<file path="src/design/eif_defs.vh">
// Constants for the external interrupt flag and enable block
`ifndef EIF_DEFS_VH
`define EIF_DEFS_VH

// Register indices on the special-function register port
`define EIF_ADDR_W 8
`define EIF_DATA_W 8
`define EIF_OFS_FLAG_LOW 8'h04
`define EIF_OFS_ENABLE_LOW 8'h05
`define EIF_OFS_FLAG_HIGH 8'h06
`define EIF_OFS_ENABLE_HIGH 8'h07
`define EIF_OFS_EVT_STATUS 8'h10
`define EIF_OFS_EVT_MASK 8'h11
`define EIF_OFS_PIN_LOW 8'h12
`define EIF_OFS_PIN_HIGH 8'h13
`define EIF_OFS_REQ_LOW 8'h14
`define EIF_OFS_REQ_HIGH 8'h15

// Source counts
`define EIF_NSRC_LOW 8
`define EIF_NSRC_HIGH 4
`define EIF_NSRC 12

// Reset values
`define EIF_RST_ENABLE_LOW 8'h00
`define EIF_RST_ENABLE_HIGH 4'h0
`define EIF_RST_FLAG_LOW 8'h00
`define EIF_RST_FLAG_HIGH 4'h0
`define EIF_RST_EVT 5'h00
`define EIF_RST_DATA 8'h00

// Event status layout
`define EIF_EVT_W 5
`define EIF_EVT_EDGE_LOW 0
`define EIF_EVT_EDGE_HIGH 1
`define EIF_EVT_OVR_LOW 2
`define EIF_EVT_OVR_HIGH 3
`define EIF_EVT_REQ_RISE 4

// Synchroniser fill count after reset release
`define EIF_PRIME_CNT 2'h3

`endif

</file>
<file path="src/design/eif_sync_edge.v">
// Pin synchroniser and polarity-selected edge detector
`timescale 1ns/100ps
module eif_sync_edge
#(
	parameter W = 12
)
(
	input wire mclk,
	input wire rst,
	input wire [W-1:0] pin,
	input wire [W-1:0] pol_fall,
	output wire [W-1:0] level,
	output wire [W-1:0] edge_hit
);
`include "eif_defs.vh"

reg [W-1:0] meta_r;
reg [W-1:0] sync_r;
reg [W-1:0] prev_r;
reg [1:0] prime_r;
wire primed;

// First stage feeds only the second stage
always @(posedge mclk or posedge rst)
begin
	if (rst)
	begin
		meta_r <= {W{1'b0}};
		sync_r <= {W{1'b0}};
		prev_r <= {W{1'b0}};
		prime_r <= 2'h0;
	end
	else
	begin
		meta_r <= pin;
		sync_r <= meta_r;
		prev_r <= sync_r;
		if (!primed)
			prime_r <= prime_r + 2'h1;
	end
end

// No edges until the pipeline holds real pin samples
assign primed = (prime_r == `EIF_PRIME_CNT);
assign level = sync_r;
// Falling edge when select is 1, rising when 0
assign edge_hit = {W{primed}} & ((pol_fall & prev_r & ~sync_r) |
	(~pol_fall & ~prev_r & sync_r)); // RULE_04 RULE_10

endmodule // eif_sync_edge

</file>
<file path="src/design/eif_flag_reg.v">
// Sticky edge flag register, software written, hardware set
`timescale 1ns/100ps
module eif_flag_reg
#(
	parameter W = 8
)
(
	input wire mclk,
	input wire rst,
	input wire wr_en,
	input wire [W-1:0] wr_data,
	input wire [W-1:0] set,
	output reg [W-1:0] flag_r
);

reg [W-1:0] flag_nxt;

// A hardware set in the write cycle wins over a written 0
always @*
begin
	flag_nxt = flag_r;
	if (wr_en)
		flag_nxt = wr_data; // RULE_06
	flag_nxt = flag_nxt | set; // RULE_10
end

always @(posedge mclk or posedge rst)
begin
	if (rst)
		flag_r <= {W{1'b0}}; // RULE_03
	else
		flag_r <= flag_nxt;
end

endmodule // eif_flag_reg

</file>
<file path="src/design/eif_top.v">
// External interrupt enable and edge flag logic with register port
// Function
// (RULE_01) Low enable register resets to zero
// (RULE_02) Enable bit 1 enables source 7..0
// (RULE_03) High flag register resets to zero
// (RULE_04) Flag set on selected edge of pin
// (RULE_05) Request CPU when flag and enable set
// (RULE_06) Flag holds until software write or reset
// (RULE_07) Software clears flag before handler returns
// (RULE_08) High enable register, index 07h, resets zero
// (RULE_09) Low flags at index 04h, same behaviour
// (RULE_10) Synchronise pins, edge sets flag one cycle
//
// The implementer's own choice: the strobed register port.
`timescale 1ns/100ps
`include "eif_defs.vh"
module eif_top
#(
	parameter NLOW = `EIF_NSRC_LOW,
	parameter NHIGH = `EIF_NSRC_HIGH
)
(
	input wire mclk,
	input wire rst,
	input wire [NLOW+NHIGH-1:0] int_pin,
	input wire [NLOW+NHIGH-1:0] edge_polarity_select,
	input wire [7:0] reg_addr,
	input wire [7:0] reg_wdata,
	input wire reg_wr,
	input wire reg_rd,
	output reg [7:0] reg_rdata_r,
	output reg cpu_int_req_r,
	output reg [NLOW+NHIGH-1:0] src_req_r,
	output reg irq_r
);

localparam N = NLOW + NHIGH;

// Register strobes
wire wr_flag_low;
wire wr_enable_low;
wire wr_flag_high;
wire wr_enable_high;
wire wr_evt_status;
wire wr_evt_mask;

// Register contents
reg [NLOW-1:0] ext_int_enable_low_r;
reg [NLOW-1:0] ext_int_enable_low_nxt;
reg [NHIGH-1:0] ext_int_enable_high_r;
reg [NHIGH-1:0] ext_int_enable_high_nxt;
wire [NLOW-1:0] ext_int_flag_low;
wire [NHIGH-1:0] edge_flag_bits_high;
reg [`EIF_EVT_W-1:0] evt_status_r;
reg [`EIF_EVT_W-1:0] evt_status_nxt;
reg [`EIF_EVT_W-1:0] evt_mask_r;
reg [`EIF_EVT_W-1:0] evt_mask_nxt;

// Pin side
wire [N-1:0] pin_level;
wire [N-1:0] edge_hit;
wire [NLOW-1:0] edge_low;
wire [NHIGH-1:0] edge_high;

// Request side
wire [N-1:0] flags_all;
wire [N-1:0] enables_all;
wire [N-1:0] req_vec;
wire cpu_req_nxt;
wire [`EIF_EVT_W-1:0] evt_set;
reg [7:0] rdata_nxt;

// Narrow views of the write data and byte views for reads
wire [NLOW-1:0] wdata_low;
wire [NHIGH-1:0] wdata_high;
wire [`EIF_EVT_W-1:0] wdata_evt;
reg [7:0] lane_flag_low;
reg [7:0] lane_en_low;
reg [7:0] lane_flag_high;
reg [7:0] lane_en_high;
reg [7:0] lane_evt_status;
reg [7:0] lane_evt_mask;
reg [7:0] lane_pin_low;
reg [7:0] lane_pin_high;
reg [7:0] lane_req_low;
reg [7:0] lane_req_high;

// Decodes one register index against the write strobe
function wr_hit;
	input [7:0] addr;
	input [7:0] ofs;
	input strobe;
	begin
		wr_hit = strobe && (addr == ofs);
	end
endfunction

// Zero-extends a narrow field into a byte lane
function [7:0] pad8;
	input [7:0] val;
	input integer width;
	integer i;
	begin
		pad8 = 8'h00;
		for (i = 0; i < 8; i = i + 1)
			if (i < width)
				pad8[i] = val[i];
	end
endfunction

// Write-one-to-clear, with a same-cycle set taking priority
function [`EIF_EVT_W-1:0] w1c;
	input [`EIF_EVT_W-1:0] cur;
	input [`EIF_EVT_W-1:0] set;
	input wr;
	input [`EIF_EVT_W-1:0] wdata;
	begin
		w1c = cur;
		if (wr)
			w1c = cur & ~wdata;
		w1c = w1c | set;
	end
endfunction

assign wr_flag_low = wr_hit(reg_addr, `EIF_OFS_FLAG_LOW, reg_wr);
assign wr_enable_low = wr_hit(reg_addr, `EIF_OFS_ENABLE_LOW, reg_wr);
assign wr_flag_high = wr_hit(reg_addr, `EIF_OFS_FLAG_HIGH, reg_wr);
assign wr_enable_high = wr_hit(reg_addr, `EIF_OFS_ENABLE_HIGH, reg_wr);
assign wr_evt_status = wr_hit(reg_addr, `EIF_OFS_EVT_STATUS, reg_wr);
assign wr_evt_mask = wr_hit(reg_addr, `EIF_OFS_EVT_MASK, reg_wr);

assign wdata_low = reg_wdata[NLOW-1:0];
assign wdata_high = reg_wdata[NHIGH-1:0];
assign wdata_evt = reg_wdata[`EIF_EVT_W-1:0];

// Pin synchronisers and edge detection for all sources
eif_sync_edge
#(
	.W(N)
)
u_sync
(
	.mclk(mclk),
	.rst(rst),
	.pin(int_pin),
	.pol_fall(edge_polarity_select),
	.level(pin_level),
	.edge_hit(edge_hit)
);

assign edge_low = edge_hit[NLOW-1:0];
assign edge_high = edge_hit[N-1:NLOW];

// Flags for sources 7..0
eif_flag_reg
#(
	.W(NLOW)
)
u_flag_low
(
	.mclk(mclk),
	.rst(rst),
	.wr_en(wr_flag_low),
	.wr_data(wdata_low),
	.set(edge_low),
	.flag_r(ext_int_flag_low)
); // RULE_09

// Flags for sources 11..8; upper bits of that byte are reserved
eif_flag_reg
#(
	.W(NHIGH)
)
u_flag_high
(
	.mclk(mclk),
	.rst(rst),
	.wr_en(wr_flag_high),
	.wr_data(wdata_high),
	.set(edge_high),
	.flag_r(edge_flag_bits_high)
); // RULE_04

// Enable registers
always @*
begin
	ext_int_enable_low_nxt = ext_int_enable_low_r;
	ext_int_enable_high_nxt = ext_int_enable_high_r;
	if (wr_enable_low)
		ext_int_enable_low_nxt = wdata_low; // RULE_02
	if (wr_enable_high)
		ext_int_enable_high_nxt = wdata_high; // RULE_08
end

always @(posedge mclk or posedge rst)
begin
	if (rst)
		ext_int_enable_low_r <= `EIF_RST_ENABLE_LOW; // RULE_01
	else
		ext_int_enable_low_r <= ext_int_enable_low_nxt;
end

// Enables for sources 11..8; upper bits of that byte are reserved
always @(posedge mclk or posedge rst)
begin
	if (rst)
		ext_int_enable_high_r <= `EIF_RST_ENABLE_HIGH; // RULE_08
	else
		ext_int_enable_high_r <= ext_int_enable_high_nxt;
end

// Request to the CPU: a flag written to 1 by software counts too.
// The request stays up while the flag and its enable stay set, so a handler that
// returns without clearing its flag is entered again.
assign flags_all = {edge_flag_bits_high, ext_int_flag_low};
assign enables_all = {ext_int_enable_high_r, ext_int_enable_low_r};
assign req_vec = flags_all & enables_all; // RULE_05 RULE_02
assign cpu_req_nxt = |req_vec; // RULE_05 RULE_07

// Event status: edges seen, edges on an already set flag, request rise
assign evt_set[`EIF_EVT_EDGE_LOW] = |edge_low;
assign evt_set[`EIF_EVT_EDGE_HIGH] = |edge_high;
assign evt_set[`EIF_EVT_OVR_LOW] = |(edge_low & ext_int_flag_low);
assign evt_set[`EIF_EVT_OVR_HIGH] = |(edge_high & edge_flag_bits_high);
assign evt_set[`EIF_EVT_REQ_RISE] = cpu_req_nxt & ~cpu_int_req_r;

always @*
begin
	evt_status_nxt = w1c(evt_status_r, evt_set, wr_evt_status,
		wdata_evt);
	evt_mask_nxt = evt_mask_r;
	if (wr_evt_mask)
		evt_mask_nxt = wdata_evt;
end

// Each field sits at the bottom of its byte lane; bits above it read
// as zero, which also keeps the reserved upper bits of the high
// registers at zero whatever the parameters are.
always @*
begin
	lane_flag_low = `EIF_RST_DATA;
	lane_flag_low[NLOW-1:0] = ext_int_flag_low;
	lane_en_low = `EIF_RST_DATA;
	lane_en_low[NLOW-1:0] = ext_int_enable_low_r;
	lane_flag_high = `EIF_RST_DATA;
	lane_flag_high[NHIGH-1:0] = edge_flag_bits_high;
	lane_en_high = `EIF_RST_DATA;
	lane_en_high[NHIGH-1:0] = ext_int_enable_high_r;
	lane_evt_status = `EIF_RST_DATA;
	lane_evt_status[`EIF_EVT_W-1:0] = evt_status_r;
	lane_evt_mask = `EIF_RST_DATA;
	lane_evt_mask[`EIF_EVT_W-1:0] = evt_mask_r;
	lane_pin_low = `EIF_RST_DATA;
	lane_pin_low[NLOW-1:0] = pin_level[NLOW-1:0];
	lane_pin_high = `EIF_RST_DATA;
	lane_pin_high[NHIGH-1:0] = pin_level[N-1:NLOW];
	lane_req_low = `EIF_RST_DATA;
	lane_req_low[NLOW-1:0] = req_vec[NLOW-1:0];
	lane_req_high = `EIF_RST_DATA;
	lane_req_high[NHIGH-1:0] = req_vec[N-1:NLOW];
end

// Read mux; unmapped indices and reserved bits read as zero
always @*
begin
	rdata_nxt = `EIF_RST_DATA;
	if (reg_rd)
	begin
		case (reg_addr)
			`EIF_OFS_FLAG_LOW:
				rdata_nxt = pad8(lane_flag_low, NLOW);
			`EIF_OFS_ENABLE_LOW:
				rdata_nxt = pad8(lane_en_low, NLOW);
			`EIF_OFS_FLAG_HIGH:
				rdata_nxt = pad8(lane_flag_high, NHIGH);
			`EIF_OFS_ENABLE_HIGH:
				rdata_nxt = pad8(lane_en_high, NHIGH);
			`EIF_OFS_EVT_STATUS:
				rdata_nxt = pad8(lane_evt_status, `EIF_EVT_W);
			`EIF_OFS_EVT_MASK:
				rdata_nxt = pad8(lane_evt_mask, `EIF_EVT_W);
			`EIF_OFS_PIN_LOW:
				rdata_nxt = pad8(lane_pin_low, NLOW);
			`EIF_OFS_PIN_HIGH:
				rdata_nxt = pad8(lane_pin_high, NHIGH);
			`EIF_OFS_REQ_LOW:
				rdata_nxt = pad8(lane_req_low, NLOW);
			`EIF_OFS_REQ_HIGH:
				rdata_nxt = pad8(lane_req_high, NHIGH);
			default:
				rdata_nxt = `EIF_RST_DATA;
		endcase
	end
end

// Event status and mask
always @(posedge mclk or posedge rst)
begin
	if (rst)
	begin
		evt_status_r <= `EIF_RST_EVT;
		evt_mask_r <= `EIF_RST_EVT;
	end
	else
	begin
		evt_status_r <= evt_status_nxt;
		evt_mask_r <= evt_mask_nxt;
	end
end

// Read data stands only in the cycle after the read strobe, so a
// stale value is never mistaken for an answer.
always @(posedge mclk or posedge rst)
begin
	if (rst)
		reg_rdata_r <= `EIF_RST_DATA;
	else
		reg_rdata_r <= rdata_nxt;
end

// Request outputs, one cycle behind the flag and enable registers
always @(posedge mclk or posedge rst)
begin
	if (rst)
	begin
		cpu_int_req_r <= 1'b0;
		src_req_r <= {N{1'b0}};
	end
	else
	begin
		cpu_int_req_r <= cpu_req_nxt; // RULE_05
		src_req_r <= req_vec; // RULE_05
	end
end

// Built from next-state values so the output follows status and mask
// without a further cycle of delay
always @(posedge mclk or posedge rst)
begin
	if (rst)
		irq_r <= 1'b0;
	else
		irq_r <= |(evt_status_nxt & evt_mask_nxt);
end

endmodule // eif_top

</file>
<file path="config.mk">
export PLATFORM = sky130hd
export DESIGN_NAME = eif_top
export DESIGN_NICKNAME = d
export VERILOG_FILES = /design/src/design/eif_sync_edge.v /design/src/design/eif_flag_reg.v /design/src/design/eif_top.v
export VERILOG_INCLUDE_DIRS = /design/src /design/src/design
export SDC_FILE = /design/constraint.sdc
export NUM_CORES = 1
export LEC_CHECK = 0
export BUFFER_PORTS_ARGS = -buffer_cell sky130_fd_sc_hd__buf_4
export CAP_MARGIN = 20
export CORE_ASPECT_RATIO = 0.7
export CORE_MARGIN = 2
export CORE_UTILIZATION = 49
export DETAILED_ROUTE_END_ITERATION = 8
export GPL_TIMING_DRIVEN = 0
export PLACE_DENSITY_LB_ADDON = 0.25
export SLEW_MARGIN = 10
export SYNTH_ARGS = -nofsm -noshare
export SYNTH_HDL_FRONTEND = slang
export SYNTH_SLANG_ARGS = --single-unit
</file>
<file path="constraint.sdc">
create_clock -name mclk -period 5.05 [get_ports mclk]
set_input_delay 0.7575 -clock mclk [delete_from_list [all_inputs] [get_ports mclk]]
set_output_delay 0.7575 -clock mclk [all_outputs]
set_load 0.005 [all_outputs]
</file>
==> results.yml <==
status:
  status: "completed"
global_route:
  grt-ovfl-total: 0
  grt_max_degree: 61
  grt_pass1_wl_mm: 15.2
  grt_pass1_vias: 2728
  antenna_found_initial: 0
  track_usage: 0.227
sta:
  worst_slew_pin_slew_ns: 0.685
  slew_headroom: 0.543
  tns_ns: 0
  hold_violations: 0
  fin_skew_ns: 0.00519
  rsz0062_at_grt: "false"
  setup_violations: 0
  fmax_mhz: 434
  period_minus_slack_ns: 2.30
  finalCritPeriodShare: 0.456
  fin_ws_ns: 2.75
  slew_violations: 0
die:
  die_y_um: 79.5
  die_x_um: 112
  dieArea_um2: 8890
  num_rows: 27
  coreArea_um2: 7870
  pin_count: 66
  start_util: 0.507
detailed_routing:
  drcViolationCount: 0
  drt-total-wl_mm: 9.28
  wl_per_cell_um: 18.3
  first_iter_violations: 191
  firstDrtPassIters: 4
  viasPerCell: 5.62
  postRouteAntennaNets: 0
  num_vias: 2851
critical_path:
  cp_slowest_cell: "clkbuf_1"
  max_stage_delay_ns: 0.51
  start_kind: "primary input"
  end_kind: "register"
  ff2ff_setup_slack_ns: 2.97
  crit_chain: "buf_4 > clkbuf_1 > mux2_2 > a32o_1 > a221oi_1 > nor2_1"
  cp_max_fo: 10
  path_class: "in -> reg"
  arrival_ns: 2.50
  required_ns: 5.24
final_layout:
  layout-drive-gt1-share: 0.293
  n_fill_cell: 647
  synthToLayoutAreaGrowth_pct: 23.5
  final_area_um2: 4930
  nNetsFinal: 446
  fin_util: 0.626
  diodes: 0
yosys:
  avgSynthCellArea_um2: 12.3
  synth.distinct_cells: 59
  synth-seq-area-share: 0.590
  ys.flop_type: "dfrtp_1"
  ys_warn_count: 0
  synth-async-reset-ratio: 1.00
  syn_area_um2: 3990
  synth_seq_cells: 94
  synth_edf_count: 0
  syn_inst: 325
  synthesis.nets: 370
hold_path:
  hold_path.class: "reg -> reg"
clocking:
  ctsRootBufferMaster: "clkbuf_16"
  cts_sinks: 94
  clk_pin_slew_ns: 0.06
  cts_made_buffers: 9
  clkLatencyLatePin_ns: 0.34
  post_cts_buffers: 0
  ctsResizeCount: 0
  cts_tree: "built"
  cts-htree-levels: 3
  ctsHoldBuffers: 0
  cts_buffer_depth: 2
placement:
  place_ws_ns: 2.43
  hpwl_mm: 6.93
  postPlaceCellArea_um2: 4630
  routabilityCongestion: 0.869
  portBuffers: 64
pwr:
  vdd_drop_max_uv: 200
  leakagePower_nw: 2.36
  power_density_nw_per_um2: 328
flow_run:
  maxCapViolations: 0
## metrics by stage
step,hold slack [ns],instances,power (W)
final,0.350,507,0.00162
after global routing,0.355,507,0.00169
after CTS,0.354,507,0.00163
after detailed placement,0.339,491,0.000958
after global placement,0.333,490,0.000951
after floorplan,0.331,325,0.000882
## worst max-delay path: cells and delay by family
kind / cells / cell delay (ns)
buf+inv: 2 / 0.68
simple gates: 1 / 0.09
mux: 1 / 0.44
compound gates: 2 / 0.54
## layout make-up
class / instances / area, µm² / share of cell area
Clock buffer: 11 / 243 / 0.0493
Multi-Input combinational cell: 208 / 1540 / 0.313
Timing Repair Buffer: 65 / 508 / 0.103
Tap cell: 101 / 126 / 0.0257
Clock inverter: 5 / 57.6 / 0.0117
Buffer: 11 / 51.3 / 0.0104
Inverter: 12 / 47.5 / 0.00965
Sequential cell: 94 / 2350 / 0.478
## final timing paths
path                            cells past startpoint                    endpoint                           from
worst max-delay path                                6    reg_rdata_r[1]$_DFF_PP0_                    reg_addr[0]
worst min-delay path                                0   u_sync.level[5]$_DFF_PP0_     u_sync.meta_r[5]$_DFF_PP0_
worst max register to register                      7             irq_r$_DFF_PP0_  u_sync.prime_r[0]$_DFFE_PP0P_
worst min register to register                      0   u_sync.level[5]$_DFF_PP0_     u_sync.meta_r[5]$_DFF_PP0_
max in group asynchronous                           3    reg_rdata_r[2]$_DFF_PP0_                            rst
min in group asynchronous                           2  u_sync.meta_r[0]$_DFF_PP0_                            rst
## cell usage in the layout (no fill, tap or decap), types with 3 or more instances in the layout
cell type and n:
buf_4 65, nor3b_1 7, and3b_1 6, clkbuf_1 6
o22ai_1 6, nor2_1 8, a32o_1 3, a22o_1 9
a31oi_1 5, buf_2 5, o21ai_0 15, nor2b_1 3
nand2b_1 6, mux2_2 18, and2_1 13, mux4_2 4
mux2i_1 11, nand3_1 4, nand4_1 5, clkbuf_16 9
dfrtp_1 94, inv_1 11, nand2_1 42
## power breakdown
group	switching (W)	internal (W)
logic	0.0000718	0.0000706
registers	0.0000171	0.000783
clock network	0.000277	0.000398
## cells in the mapped netlist, drive strengths merged (3+ instances only)
| library cell | n | area [µm²] |
|---|---|---|
| a31oi | 5 | 31.3 |
| and2 | 14 | 90.1 |
| nor3b | 8 | 65.1 |
| clkbuf | 5 | 18.8 |
| nand4 | 5 | 31.3 |
| and3b | 6 | 52.6 |
| nand2 | 43 | 164 |
| a22oi | 3 | 27.5 |
| o21ai | 15 | 75.1 |
| dfrtp | 94 | 2350 |
| mux2 | 20 | 229 |
| a32o | 3 | 30.0 |
| inv | 12 | 45.0 |
| buf | 6 | 32.5 |
| o22ai | 6 | 37.5 |
| nand3 | 5 | 37.5 |
| nor2b | 3 | 18.8 |
| nor2 | 9 | 41.3 |
| mux2i | 11 | 110 |
| nand2b | 6 | 37.5 |
| mux4 | 4 | 90.1 |
| a22o | 9 | 78.8 |
## routing by layer
metal | vias to the layer above | share of wire | global-route usage | wire length [µm]
met5 | - | 0 | 0 | 0
met4 | 0 | 0.017 | 0.0716 | 157
met3 | 12 | 0.073 | 0.0494 | 674
met2 | 105 | 0.43 | 0.326 | 4000
met1 | 1409 | 0.48 | 0.345 | 4440
li1 | 1325 | - | - | -
## flip-flops by register name, indices dropped and copies added, names as in the netlist
signal	cells
src_req_r	12
u_sync.prev_r	12
u_sync.prime_r	2
u_sync.meta_r	12
cpu_int_req_r	1
evt_mask_r	5
u_flag_high.flag_r	4
ext_int_enable_low_r	8
u_sync.level	12
ext_int_enable_high_r	4
u_flag_low.flag_r	8
irq_r	1
reg_rdata_r	8
evt_status_r	5
## cells by family after synthesis
| group | share of synthesized area |
|---|---|
| DFF | 0.590 |
| and+or+nand+nor | 0.162 |
| muxes | 0.108 |
| buffers and inverters | 0.0242 |
| adders and majority gates | 0.00314 |
| xor gates and xnor gates | 0.00220 |
| AOI/OAI and AO/OA | 0.112 |
Note: power is estimated with default switching activity, not from simulation.
